[config.mk]
export PLATFORM = sky130hd
export DESIGN_NAME = sbc_status_readback
export DESIGN_NICKNAME = d
export VERILOG_FILES = /design/src/rtl/sbc_readback_pkg.sv /design/src/rtl/sticky_flag_if.sv /design/src/rtl/sticky_flag.sv /design/src/rtl/sbc_status_readback.sv
export SDC_FILE = /design/constraint.sdc
export NUM_CORES = 1
export LEC_CHECK = 0
export BUFFER_PORTS_ARGS = -buffer_cell sky130_fd_sc_hd__buf_4
export CAP_MARGIN = 20
export CORE_UTILIZATION = 30
export CTS_CLUSTER_DIAMETER = 80
export DETAILED_ROUTE_END_ITERATION = 8
export HOLD_SLACK_MARGIN = 0.08
export REMOVE_ABC_BUFFERS = 1
export SETUP_SLACK_MARGIN = 0.15
export SLEW_MARGIN = 10
export SYNTH_ARGS = -nofsm -noshare
export SYNTH_HDL_FRONTEND = slang
export SYNTH_SLANG_ARGS = --single-unit
[constraint.sdc]
create_clock -name CLK_SYS_I -period 1.6 [get_ports CLK_SYS_I]
set_input_delay 0.32 -clock CLK_SYS_I [delete_from_list [all_inputs] [get_ports CLK_SYS_I]]
set_output_delay 0.32 -clock CLK_SYS_I [all_outputs]
set_load 0.02 [all_outputs]
[src/rtl/sbc_readback_pkg.sv]
/*
 * Constants shared by the status and diagnosis read-back block: frame
 * header codes, word layouts, reset-source codes and reset values.
 * Assumes a serial shift engine on the same clock that decodes frames.
 */
package sbc_readback_pkg;

    // ------------------------------------------------------------
    // Frame header
    // ------------------------------------------------------------
    localparam logic [1:0]  ADDR_SYSTEM      = 2'h0;
    localparam int          FRAME_CLOCKS     = 16;
    localparam int          PAYLOAD_WIDTH    = 12;

    // ------------------------------------------------------------
    // Word layout
    // ------------------------------------------------------------
    localparam int          BIT_ADDR_HI      = 15;
    localparam int          BIT_ADDR_LO      = 14;
    localparam int          BIT_READ_SELECT  = 13;
    localparam int          BIT_READ_ONLY    = 12;
    localparam int          BIT_SRC_HI       = 11;
    localparam int          BIT_SRC_LO       = 8;
    localparam int          BIT_LIN_WAKE     = 6;
    localparam int          BIT_EDGE_WAKE    = 5;
    localparam int          BIT_WAKE_LEVEL   = 4;
    localparam int          BIT_TEMP_WARN    = 3;
    localparam int          BIT_DEV_MODE     = 2;
    localparam int          BIT_ENABLE_OUT   = 1;
    localparam int          BIT_POWER_ON     = 0;
    localparam int          BIT_LIN_FAULT_HI = 6;
    localparam int          BIT_LIN_FAULT_LO = 5;
    localparam int          BIT_SEC_HEALTH   = 4;
    localparam int          BIT_DIAG_ONE     = 3;
    localparam int          BIT_MAIN_HEALTH  = 2;
    localparam logic [4:0]  DIAG_RSVD_HI     = 5'h00;
    localparam logic        DIAG_RSVD_3      = 1'b1;
    localparam logic [1:0]  DIAG_RSVD_LO     = 2'h0;
    localparam logic        STATUS_RSVD_7    = 1'b0;

    // ------------------------------------------------------------
    // Reset-source codes and reset values
    // ------------------------------------------------------------
    localparam logic [3:0]  SRC_POWER_ON     = 4'h0;
    localparam logic [3:0]  SRC_WD_INIT      = 4'hc;
    localparam logic [3:0]  SRC_WD_EARLY     = 4'hd;
    localparam logic [3:0]  SRC_ILLEGAL_SPI  = 4'he;
    localparam logic [3:0]  SRC_INT_TIMEOUT  = 4'hf;
    localparam logic        POWER_ON_RESET   = 1'b1;
    localparam logic [15:0] WORD_RESET       = 16'h0000;
    localparam logic [11:0] PAYLOAD_RESET    = 12'h000;

    typedef enum logic [1:0] {
        ST_IDLE = 2'b01,
        ST_BUSY = 2'b10
    } frame_state_type;

endpackage

[src/rtl/sticky_flag_if.sv]
/*
 * Carrier between the read-back top and one sticky event flag: set and
 * clear requests going in, the held flag coming back.
 * Assumes one clock domain shared by both ends.
 */
`timescale 1ns/10ps
interface sticky_flag_if;
    logic set;
    logic clear;
    logic flag;

    modport keeper
    (
        input  set,
        input  clear,
        output flag
    );
    modport user
    (
        output set,
        output clear,
        input  flag
    );
endinterface

[src/rtl/sticky_flag.sv]
/*
 * One sticky event flag: a set pulse raises it, a clear pulse drops it,
 * and a set in the same cycle as a clear wins.
 * Assumes set and clear come from logic on CLK_SYS_I.
 */
`timescale 1ns/10ps
module sticky_flag
    import sbc_readback_pkg::*;
(
    // Clock and reset
    input  wire logic    clk_i,
    input  wire logic    rst_n_i,
    // Flag carrier
    sticky_flag_if.keeper port_if
);

    logic flag;

    // ------------------------------------------------------------
    // Flag storage
    // ------------------------------------------------------------
    // Set beats clear so an event landing on the read is kept
    always_ff @(posedge clk_i or negedge rst_n_i)
    begin
        if (!rst_n_i)
            flag <= 1'b0;
        else
            flag <= port_if.set | (flag & ~port_if.clear);
    end

    assign port_if.flag = flag;
endmodule

[src/rtl/sbc_status_readback.sv]
/*
 * Status and diagnosis read-back for the supervisor chip. Builds the two
 * 16-bit words from live and sticky state, hands the selected word to the
 * shift engine at frame start and applies read side effects at frame end.
 * Assumes a shift engine on CLK_SYS_I that pulses frame start with the
 * header and frame end with the clock count and remaining payload bits,
 * and detectors on the same clock; only the wake pin is asynchronous.
 */
`timescale 1ns/10ps
module sbc_status_readback
    import sbc_readback_pkg::*;
#(
    parameter int FRAME_BITS = FRAME_CLOCKS
)
(
    // Clock and reset
    input  wire logic                     CLK_SYS_I,
    input  wire logic                     RST_N_I,
    // Frame from the shift engine
    input  wire logic                     FRAME_START_I,
    input  wire logic [1:0]               ADDRESS_FIELD_I,
    input  wire logic                     READ_SELECT_BIT_I,
    input  wire logic                     READ_ONLY_BIT_I,
    input  wire logic                     FRAME_END_I,
    input  wire logic [5:0]               FRAME_CLOCK_COUNT_I,
    input  wire logic [PAYLOAD_WIDTH-1:0] FRAME_PAYLOAD_I,
    input  wire logic                     FAIL_SIGNAL_ENABLE_I,
    // Reset causes
    input  wire logic                     WD_INIT_TIMEOUT_I,
    input  wire logic                     WD_EARLY_TRIGGER_I,
    input  wire logic                     ILLEGAL_ACCESS_I,
    input  wire logic                     INT_SERVICE_TIMEOUT_I,
    input  wire logic                     OTHER_RESET_I,
    input  wire logic [3:0]               OTHER_RESET_CODE_I,
    input  wire logic                     NORMAL_ENTERED_I,
    // Detectors and pins
    input  wire logic                     LIN_WAKE_EVENT_I,
    input  wire logic                     WAKE_PIN_I,
    input  wire logic                     TEMPERATURE_WARNING_I,
    input  wire logic                     DEVELOPMENT_MODE_STATE_I,
    input  wire logic                     ENABLE_OUTPUT_STATE_I,
    input  wire logic [1:0]               LIN_FAULT_FIELD_I,
    input  wire logic                     SECONDARY_REGULATOR_HEALTH_I,
    input  wire logic                     MAIN_SUPPLY_UNDERVOLTAGE_I,
    // Read-back to the shift engine
    output logic [15:0]                   READ_WORD_O,
    output logic                          READ_HIT_O,
    // Mode register write and frame failure
    output logic                          MODE_WRITE_O,
    output logic [PAYLOAD_WIDTH-1:0]      MODE_DATA_O,
    output logic                          CLOCK_COUNT_FAIL_O
);

    // ------------------------------------------------------------
    // Parameter check
    // ------------------------------------------------------------
    generate
        if (FRAME_BITS < 1 || FRAME_BITS > 63)
        begin : g_bad_frame_bits
            $error("FRAME_BITS must fit the 6-bit clock count");
        end
    endgenerate

    // ------------------------------------------------------------
    // Declarations
    // ------------------------------------------------------------
    frame_state_type state;
    logic [3:0]      reset_source_field;
    logic            power_on_flag;
    logic            wake_meta;
    logic            wake_level;
    logic            wake_last;
    logic            wake_fall;
    logic            captured_diag;
    logic            captured_keep;
    logic            frame_ok;
    logic            frame_bad;
    logic            status_read_done;
    logic            diag_read_done;
    logic            main_regulator_health;
    logic [15:0]     status_word;
    logic [15:0]     diag_word;
    logic [15:0]     next_word;
    logic [5:0]      frame_bits;

    sticky_flag_if lin_wake_if ();
    sticky_flag_if edge_wake_if ();
    sticky_flag_if undervoltage_if ();

    assign frame_bits = 6'(FRAME_BITS);

    // ------------------------------------------------------------
    // Wake pin synchroniser and falling-edge detector
    // ------------------------------------------------------------
    always_ff @(posedge CLK_SYS_I or negedge RST_N_I)
    begin
        if (!RST_N_I)
        begin
            wake_meta  <= 1'b1;
            wake_level <= 1'b1;
            wake_last  <= 1'b1;
        end
        else
        begin
            wake_meta  <= WAKE_PIN_I;
            wake_level <= wake_meta;
            wake_last  <= wake_level;
        end
    end

    assign wake_fall = wake_last & ~wake_level;

    // ------------------------------------------------------------
    // Reset source and power-on flag
    // ------------------------------------------------------------
    // Reads never touch this field; only reset causes overwrite it
    always_ff @(posedge CLK_SYS_I or negedge RST_N_I)
    begin
        if (!RST_N_I)
            reset_source_field <= SRC_POWER_ON;
        else if (WD_INIT_TIMEOUT_I)
            reset_source_field <= SRC_WD_INIT;
        else if (WD_EARLY_TRIGGER_I)
            reset_source_field <= SRC_WD_EARLY;
        else if (ILLEGAL_ACCESS_I)
            reset_source_field <= SRC_ILLEGAL_SPI;
        else if (INT_SERVICE_TIMEOUT_I)
            reset_source_field <= SRC_INT_TIMEOUT;
        else if (OTHER_RESET_I)
            reset_source_field <= OTHER_RESET_CODE_I;
    end

    always_ff @(posedge CLK_SYS_I or negedge RST_N_I)
    begin
        if (!RST_N_I)
            power_on_flag <= POWER_ON_RESET;
        else if (NORMAL_ENTERED_I)
            power_on_flag <= 1'b0;
    end

    // ------------------------------------------------------------
    // Sticky flags
    // ------------------------------------------------------------
    // A flag is cleared only if the host actually saw it set in the
    // captured word; an event after capture survives to the next read if that word showed the flag clear or it lands on the clearing cycle.
    assign lin_wake_if.set       = LIN_WAKE_EVENT_I;
    assign lin_wake_if.clear     = status_read_done & READ_WORD_O[BIT_LIN_WAKE];
    assign edge_wake_if.set      = wake_fall;
    assign edge_wake_if.clear    = status_read_done & READ_WORD_O[BIT_EDGE_WAKE];
    assign undervoltage_if.set   = MAIN_SUPPLY_UNDERVOLTAGE_I;
    assign undervoltage_if.clear = diag_read_done & ~READ_WORD_O[BIT_MAIN_HEALTH];
    assign main_regulator_health = ~undervoltage_if.flag;

    sticky_flag u_lin_wake
    (
        .clk_i   (CLK_SYS_I),
        .rst_n_i (RST_N_I),
        .port_if (lin_wake_if.keeper)
    );

    sticky_flag u_edge_wake
    (
        .clk_i   (CLK_SYS_I),
        .rst_n_i (RST_N_I),
        .port_if (edge_wake_if.keeper)
    );

    sticky_flag u_undervoltage
    (
        .clk_i   (CLK_SYS_I),
        .rst_n_i (RST_N_I),
        .port_if (undervoltage_if.keeper)
    );

    // ------------------------------------------------------------
    // Word assembly
    // ------------------------------------------------------------
    // No mode input gates these words: they read the same in every mode
    always_comb
    begin
        status_word                               = WORD_RESET;
        status_word[BIT_ADDR_HI:BIT_ADDR_LO]      = ADDRESS_FIELD_I;
        status_word[BIT_READ_SELECT]              = READ_SELECT_BIT_I;
        status_word[BIT_READ_ONLY]                = READ_ONLY_BIT_I;
        status_word[BIT_SRC_HI:BIT_SRC_LO]        = reset_source_field;
        status_word[7]                            = STATUS_RSVD_7;
        status_word[BIT_LIN_WAKE]                 = lin_wake_if.flag;
        status_word[BIT_EDGE_WAKE]                = edge_wake_if.flag;
        status_word[BIT_WAKE_LEVEL]               = wake_level;
        status_word[BIT_TEMP_WARN]                = TEMPERATURE_WARNING_I;
        status_word[BIT_DEV_MODE]                 = DEVELOPMENT_MODE_STATE_I;
        status_word[BIT_ENABLE_OUT]               = ENABLE_OUTPUT_STATE_I;
        status_word[BIT_POWER_ON]                 = power_on_flag;
    end

    always_comb
    begin
        diag_word                                 = WORD_RESET;
        diag_word[BIT_ADDR_HI:BIT_ADDR_LO]        = ADDRESS_FIELD_I;
        diag_word[BIT_READ_SELECT]                = READ_SELECT_BIT_I;
        diag_word[BIT_READ_ONLY]                  = READ_ONLY_BIT_I;
        diag_word[11:7]                           = DIAG_RSVD_HI;
        diag_word[BIT_LIN_FAULT_HI:BIT_LIN_FAULT_LO] = LIN_FAULT_FIELD_I;
        diag_word[BIT_SEC_HEALTH]                 = SECONDARY_REGULATOR_HEALTH_I;
        diag_word[BIT_DIAG_ONE]                   = DIAG_RSVD_3;
        diag_word[BIT_MAIN_HEALTH]                = main_regulator_health;
        diag_word[1:0]                            = DIAG_RSVD_LO;
    end

    always_comb
    begin
        if (ADDRESS_FIELD_I != ADDR_SYSTEM)
            next_word = WORD_RESET;
        else if (READ_SELECT_BIT_I)
            next_word = diag_word;
        else
            next_word = status_word;
    end

    // ------------------------------------------------------------
    // Frame sequencing
    // ------------------------------------------------------------
    always_ff @(posedge CLK_SYS_I or negedge RST_N_I)
    begin
        if (!RST_N_I)
            state <= ST_IDLE;
        else
        begin
            unique case (state)
                ST_IDLE:
                    if (FRAME_START_I)
                        state <= ST_BUSY;
                ST_BUSY:
                    if (FRAME_END_I && !FRAME_START_I)
                        state <= ST_IDLE;
                default:
                    state <= ST_IDLE;
            endcase
        end
    end

    assign frame_ok  = (state == ST_BUSY) && FRAME_END_I
                       && (FRAME_CLOCK_COUNT_I == frame_bits);
    assign frame_bad = (state == ST_BUSY) && FRAME_END_I
                       && (FRAME_CLOCK_COUNT_I != frame_bits);
    assign status_read_done = frame_ok & READ_HIT_O & ~captured_diag;
    assign diag_read_done   = frame_ok & READ_HIT_O & captured_diag;

    // Capture at start so the word does not shift under the host
    always_ff @(posedge CLK_SYS_I or negedge RST_N_I)
    begin
        if (!RST_N_I)
        begin
            READ_WORD_O   <= WORD_RESET;
            READ_HIT_O    <= 1'b0;
            captured_diag <= 1'b0;
            captured_keep <= 1'b1;
        end
        else if (FRAME_START_I)
        begin
            READ_WORD_O   <= next_word;
            READ_HIT_O    <= (ADDRESS_FIELD_I == ADDR_SYSTEM);
            captured_diag <= READ_SELECT_BIT_I;
            captured_keep <= READ_ONLY_BIT_I;
        end
    end

    always_ff @(posedge CLK_SYS_I or negedge RST_N_I)
    begin
        if (!RST_N_I)
        begin
            MODE_WRITE_O <= 1'b0;
            MODE_DATA_O  <= PAYLOAD_RESET;
        end
        else
        begin
            MODE_WRITE_O <= frame_ok & READ_HIT_O & ~captured_keep;
            if (frame_ok && READ_HIT_O && !captured_keep)
                MODE_DATA_O <= FRAME_PAYLOAD_I;
        end
    end

    always_ff @(posedge CLK_SYS_I or negedge RST_N_I)
    begin
        if (!RST_N_I)
            CLOCK_COUNT_FAIL_O <= 1'b0;
        else
            CLOCK_COUNT_FAIL_O <= frame_bad & FAIL_SIGNAL_ENABLE_I;
    end
endmodule

==> impl_metrics.ini, run 1 <==
[outcome]
outcome = complete, no violations

[sta]
tightest_slew_ns = 0.572
fin_tns_setup_ns = 0
setup_violations = 0
fin_crit_ns = 1.42
drv_slew = 0
maxSlewHeadroom_pct = 61.9
period_share_pct = 88.8
final_hold_viol_count = 0
clock.fmax_ghz = 0.704
finClkSkew_ns = 0.00515
rsz0062_at_grt = true

[critical_path]
crit_required_ns = 1.78
r2r-end = MODE_DATA_O[3]$_DFFE_PN0P_
cp.arrival_ns = 1.60
crit_path_end_kind = flop
cp-start-kind = flop
slowest_delay_ns = 0.38
rr_worst_depth = 3
critPathKind = flop to flop
ff2ff_setup_slack_ns = 0.18
cp_num_buf_inv = 0
cpMaxStageDelayCell = dfstp_2
cp_max_fo = 6
timing.rr.start = state[0]$_DFFE_PN1P_
crit_chain = and4b_2 -> and4_4 -> mux2_4
crit_family = simple AND/OR/NAND/NOR gates

[final_layout]
area_delta_synth_final_pct = 44.4
insertedDiodeCount = 0
final_cell_mix = buf_4, dfrtp_1, mux2_4
regArea_um2 = 1130
multi_input_area_um2 = 666
drive_gt1_share_pct = 51.8
layout.cells.non_filler = 301
final_common_cell = buf_4
num-fill-cells = 560
fin_nets = 271
postLayoutCellArea_um2 = 2690
utilization_pct = 45.2

[worst_hold_path]
min-delay-path-class = input port to flop
hold_depth = 1
hold_start = WAKE_PIN_I
hold_end = wake_meta$_DFF_PN1_

[placed_design]
place_inst = 288
routabilityCongestion = 0.717
portBuffers = 75
dp_hpwl_mm = 2.97
place_area_um2 = 2520

[power]
p_int_mw = 1.87
swShare_pct = 24.6
p_leak_nw = 1.34
power_switching_mw = 0.609
p_per_area_nw_per_um2 = 921
comb_power_share_pct = 14.7
irDropWorstVdd_mv = 0.361
power.total_mw = 2.48
clkPwrFrac_pct = 35.1
pwr-share-seq_pct = 50.2

[clock_network]
cts_tree = built
clkSinkCount = 45
ctsLongestPathBuffers = 2
cts_made_buffers = 5
h-tree-depth = 2
clk-insertion-delay-late_ns = 0.30
clk_pin_slew_ns = 0.09
clockRootBuffer = clkbuf_8

[routing]
wl_per_cell_um = 14.4
ant_nets = 0
vias = 1379
totalWireLength_mm = 4.34
drcViolationCount = 0
viasPerCell = 4.58
drtIter0Drc = 50
dr.pass1.iters = 4

[grt]
grt_pass1_wl_mm = 6.86
antenna_found_initial = 0
grt_max_degree = 46
gr-total-overflow = 0
grt_use_total_pct = 14.3
grt_pass1_vias = 1420

[synthesis]
ys_seq_area_share_pct = 60.8
ys_top_cells_by_area = dfrtp_1, dfstp_2, mux2_4
yosysWarnings = 0
yosysTopAreaCellShare_pct = 52.4
ys_seq_elements = 45
ys_types = 35
avgSynthCellArea_um2 = 13.5
synth.cell_area_um2 = 1860
synthCells = 138
yosysTopAreaCell = dfrtp_1

[floorplanning]
die_w_um = 80.8
coreArea_um2 = 5960
core.rowCount = 28
fp.dieH_um = 80.8
die-area_um2 = 6530
initial_core_util_pct = 31.3
io-pin-count = 77

[flow_run]
maxCapViolCount = 0
-- timing repair --
item                                    CTS  global route
hold endpoints to repair                 39             0
gates cloned                              1             0
resized for setup                         2             2
endpoints found under the setup margin   12            10
setup buffers                             2             1
pin swaps                                 1             0
hold buffers                              1             0
-- how the worst max path moves through the flow --
| stage | startpoint | endpoint | cells after the start |
|---|---|---|---|
| floorplan | READ_HIT_O$_DFFE_PN0P_ | MODE_DATA_O[0]$_DFFE_PN0P_ | 3 |
| detailed placement | FRAME_CLOCK_COUNT_I[1] | MODE_DATA_O[0]$_DFFE_PN0P_ | 4 |
| finish | state[0]$_DFFE_PN1P_ | MODE_DATA_O[3]$_DFFE_PN0P_ | 3 |
| CTS | state[0]$_DFFE_PN1P_ | MODE_DATA_O[1]$_DFFE_PN0P_ | 3 |
| global placement | FRAME_CLOCK_COUNT_I[1] | MODE_DATA_O[1]$_DFFE_PN0P_ | 4 |
| global route | state[0]$_DFFE_PN1P_ | MODE_DATA_O[3]$_DFFE_PN0P_ | 3 |
-- routing by layer --
layer | vias to the layer above | share of wire (%) | track usage (%)
li1 | 666 | - | -
met1 | 659 | 43 | 16.9
met2 | 48 | 50 | 24.0
met3 | 6 | 6.1 | 3.71
met4 | 0 | 1.6 | 6.79
met5 | - | 0 | 0
-- layout make-up --
type                       count  share of cell area, %
sequential                    45                   42.1
multi-input combinational     77                   24.7
timing repair buffer          85                   23.8
tap                           75                   3.49
clock buffer                   5                   2.56
clock inverter                 3                   1.72
inverter                      11                   1.53
-- cells by family (layout without fill, tap and decap cells) --
family                 after synthesis  count (layout)  synth area share, %
other                                1               1                0.201
AND/OR/NAND/NOR                     30              31                 10.7
AO/OA/AOI/OAI                       27              27                 11.2
buffers and inverters               17             104                 4.50
multiplexers                        18              18                 12.5
flip-flops                          45              45                 60.8
-- synthesized netlist by cell type --
master / instances
buf_12: 1
o21a_1: 1
or3b_2: 1
a2111oi_0: 1
a22o_1: 7
and4b_1: 1
nand2_1: 6
o21bai_1: 1
a21oi_1: 1
mux2_2: 2
conb_1: 1
buf_4: 1
nor3_1: 1
nor2b_1: 8
nand3b_1: 1
mux2i_1: 6
inv_1: 11
o2bb2ai_1: 5
a21o_1: 2
nor2_4: 1
nor4_4: 1
clkbuf_1: 4
dfstp_2: 6
and4_4: 1
dfrtp_1: 39
a31o_2: 1
o21ai_0: 5
nor4_1: 2
nand3_1: 1
mux2_4: 10
o32ai_1: 2
and3b_1: 1
nor2_1: 2
nand4_1: 3
a221oi_1: 1
-- flip-flops by register name (all words and copies together) (netlist names), 2 cells and up --
name	count
MODE_DATA_O	12
reset_source_field	4
state	2
READ_WORD_O	15
-- stage by stage --
stage | worst slack (ns) | hold slack, ns
finish | 0.179 | 0.125
global route | 0.144 | 0.0988
CTS | 0.150 | 0.108
detailed placement | -0.0531 | 0.348
global placement | -0.0161 | 0.345
floorplan | 0.0304 | 0.0244
-- power groups by stage --
stage	clock network (mW)	registers, mW	logic [mW]
2_1_floorplan	0	1.29	0.0971
3_3_place_gp	0	1.27	0.312
3_5_place_dp	0	1.27	0.316
4_1_cts	0.902	1.24	0.348
5_1_grt	0.953	1.25	0.400
6_report	0.869	1.24	0.364
-- worst register-to-register path: stages (launching register included) --
cell     delay [ns]
dfstp_2        0.38
and4b_2        0.30
and4_4         0.31
mux2_4         0.32
No activity file was read; power rests on OpenSTA's default activity.
==> inputs of run 2 (changes only) <==
- GPL_ROUTABILITY_DRIVEN: unset -> 0
- GPL_TIMING_DRIVEN: unset -> 0
==> impl_metrics.ini, run 2 (synthesis gave the netlist of run 1 again) <==
[floorplanning]
die-area_um2 = 6530
io-pin-count = 77
fp.dieH_um = 80.8
die_w_um = 80.8
coreArea_um2 = 5960
core.rowCount = 28
initial_core_util_pct = 31.3

[routing]
vias = 1345
viasPerCell = 4.54
ant_nets = 0
wl_per_cell_um = 13.7
dr.pass1.iters = 4
totalWireLength_mm = 4.05
drcViolationCount = 0
drtIter0Drc = 20

[final_layout]
insertedDiodeCount = 0
drive_gt1_share_pct = 50.7
fin_nets = 266
largest_reg_flops = 15
final_cell_mix = buf_4, dfrtp_1, inv_1
reg.largest.list = READ_WORD_O x15, MODE_DATA_O x12, reset_source_field x4
top_register = READ_WORD_O
final_common_cell = buf_4
area_delta_synth_final_pct = 42.4

[critical_path]
crit_path_end_kind = flop
crit_required_ns = 1.78
cp-start-kind = flop
critPathKind = flop to flop
cp_max_fo = 6
cp.arrival_ns = 1.66

[clock_network]
clockRootBuffer = clkbuf_8
clk_pin_slew_ns = 0.08
cts_made_buffers = 5
cts_tree = built
ctsLongestPathBuffers = 2
h-tree-depth = 2
clk-insertion-delay-late_ns = 0.29
clkSinkCount = 45

[outcome]
outcome = complete, no violations

[placed_design]
portBuffers = 75
place_ws_ns = -0.184
dp_hpwl_mm = 2.88

[sta]
tightest_slew_ns = 0.601
drv_slew = 0
period_share_pct = 93.0
rsz0062_at_grt = true
fin_tns_setup_ns = 0
clock.fmax_ghz = 0.672
fin_crit_ns = 1.49
setup_violations = 0
maxSlewHeadroom_pct = 59.6
timing.hold.ws_ns = 0.132
timing.final.ws_setup_ns = 0.112
finClkSkew_ns = 0.00679
final_hold_viol_count = 0

[grt]
grt_use_total_pct = 13.3
grt_pass1_vias = 1353
antenna_found_initial = 0
grt_pass1_wl_mm = 6.40
gr-total-overflow = 0
grt_max_degree = 46

[worst_hold_path]
min-delay-path-class = input port to flop

[power]
p_leak_nw = 1.32
p_per_area_nw_per_um2 = 882
irDropWorstVdd_mv = 0.500

[flow_run]
maxCapViolCount = 0
## run 2: metal layers
| metal | global-route usage (%) | vias up | share of wire [%] | wire, um |
|---|---|---|---|---|
| met4 | 5.71 | 0 | 1.6 | 63 |
| met2 | 22.3 | 48 | 49 | 1980 |
| li1 | - | 655 | - | - |
| met3 | 4.27 | 6 | 7.0 | 283 |
| met1 | 15.6 | 636 | 43 | 1730 |
| met5 | 0 | - | 0 | 0 |
## run 2: final timing paths
kind,depth (start not counted),end,startpoint,slack [ns]
hold reg to reg,0,wake_level$_DFF_PN1_,wake_meta$_DFF_PN1_,0.36
hold / removal,1,wake_meta$_DFF_PN1_,WAKE_PIN_I,0.13
setup reg to reg,4,MODE_DATA_O[10]$_DFFE_PN0P_,state[0]$_DFFE_PN1P_,0.11
max in group asynchronous,2,state[0]$_DFFE_PN1P_,RST_N_I,0.64
setup / recovery,4,MODE_DATA_O[10]$_DFFE_PN0P_,state[0]$_DFFE_PN1P_,0.11
min in group asynchronous,2,READ_WORD_O[15]$_DFFE_PN0P_,RST_N_I,0.57
## run 2: per-stage QoR
stage | power [mW] | area [um2] | util (%) | instances
after detailed placement | 1.58 | 2480 | 41.6 | 282
final | 2.34 | 2650 | 44.5 | 296
after CTS | 2.37 | 2650 | 44.5 | 296
after global routing | 2.47 | 2650 | 44.5 | 296
after floorplan | 1.39 | 1820 | - | 132
after global placement | 1.57 | 2480 | 41.6 | 282
## run 2: critical path, stage by stage (launching register included)
cell     delay (ns)
dfstp_2        0.54
and4b_2        0.23
and4_4         0.18
buf_12         0.14
mux2_4         0.29
## run 2: repair_timing
item,4_1_cts,5_1_grt
gates resized for setup,1,0
hold buffers,1,0
buffers inserted,5,0
pin swaps,1,0
endpoints found under the setup margin,12,10
endpoints found under the hold margin,39,0
## run 2: layout make-up
class                      count  area [um2]
clock buffer                   7        96.3
clock inverter                 1        5.00
fill                         569        3300
inverter                      11        41.3
multi-input combinational     76         647
sequential                    45        1130
tap                           75        93.8
timing repair buffer          81         636
## run 2: where the power goes
part / internal, mW / switching, mW
sequential: 1.21 / 0.0376
clock: 0.391 / 0.370
combinational: 0.176 / 0.159
total: 1.77 / 0.566
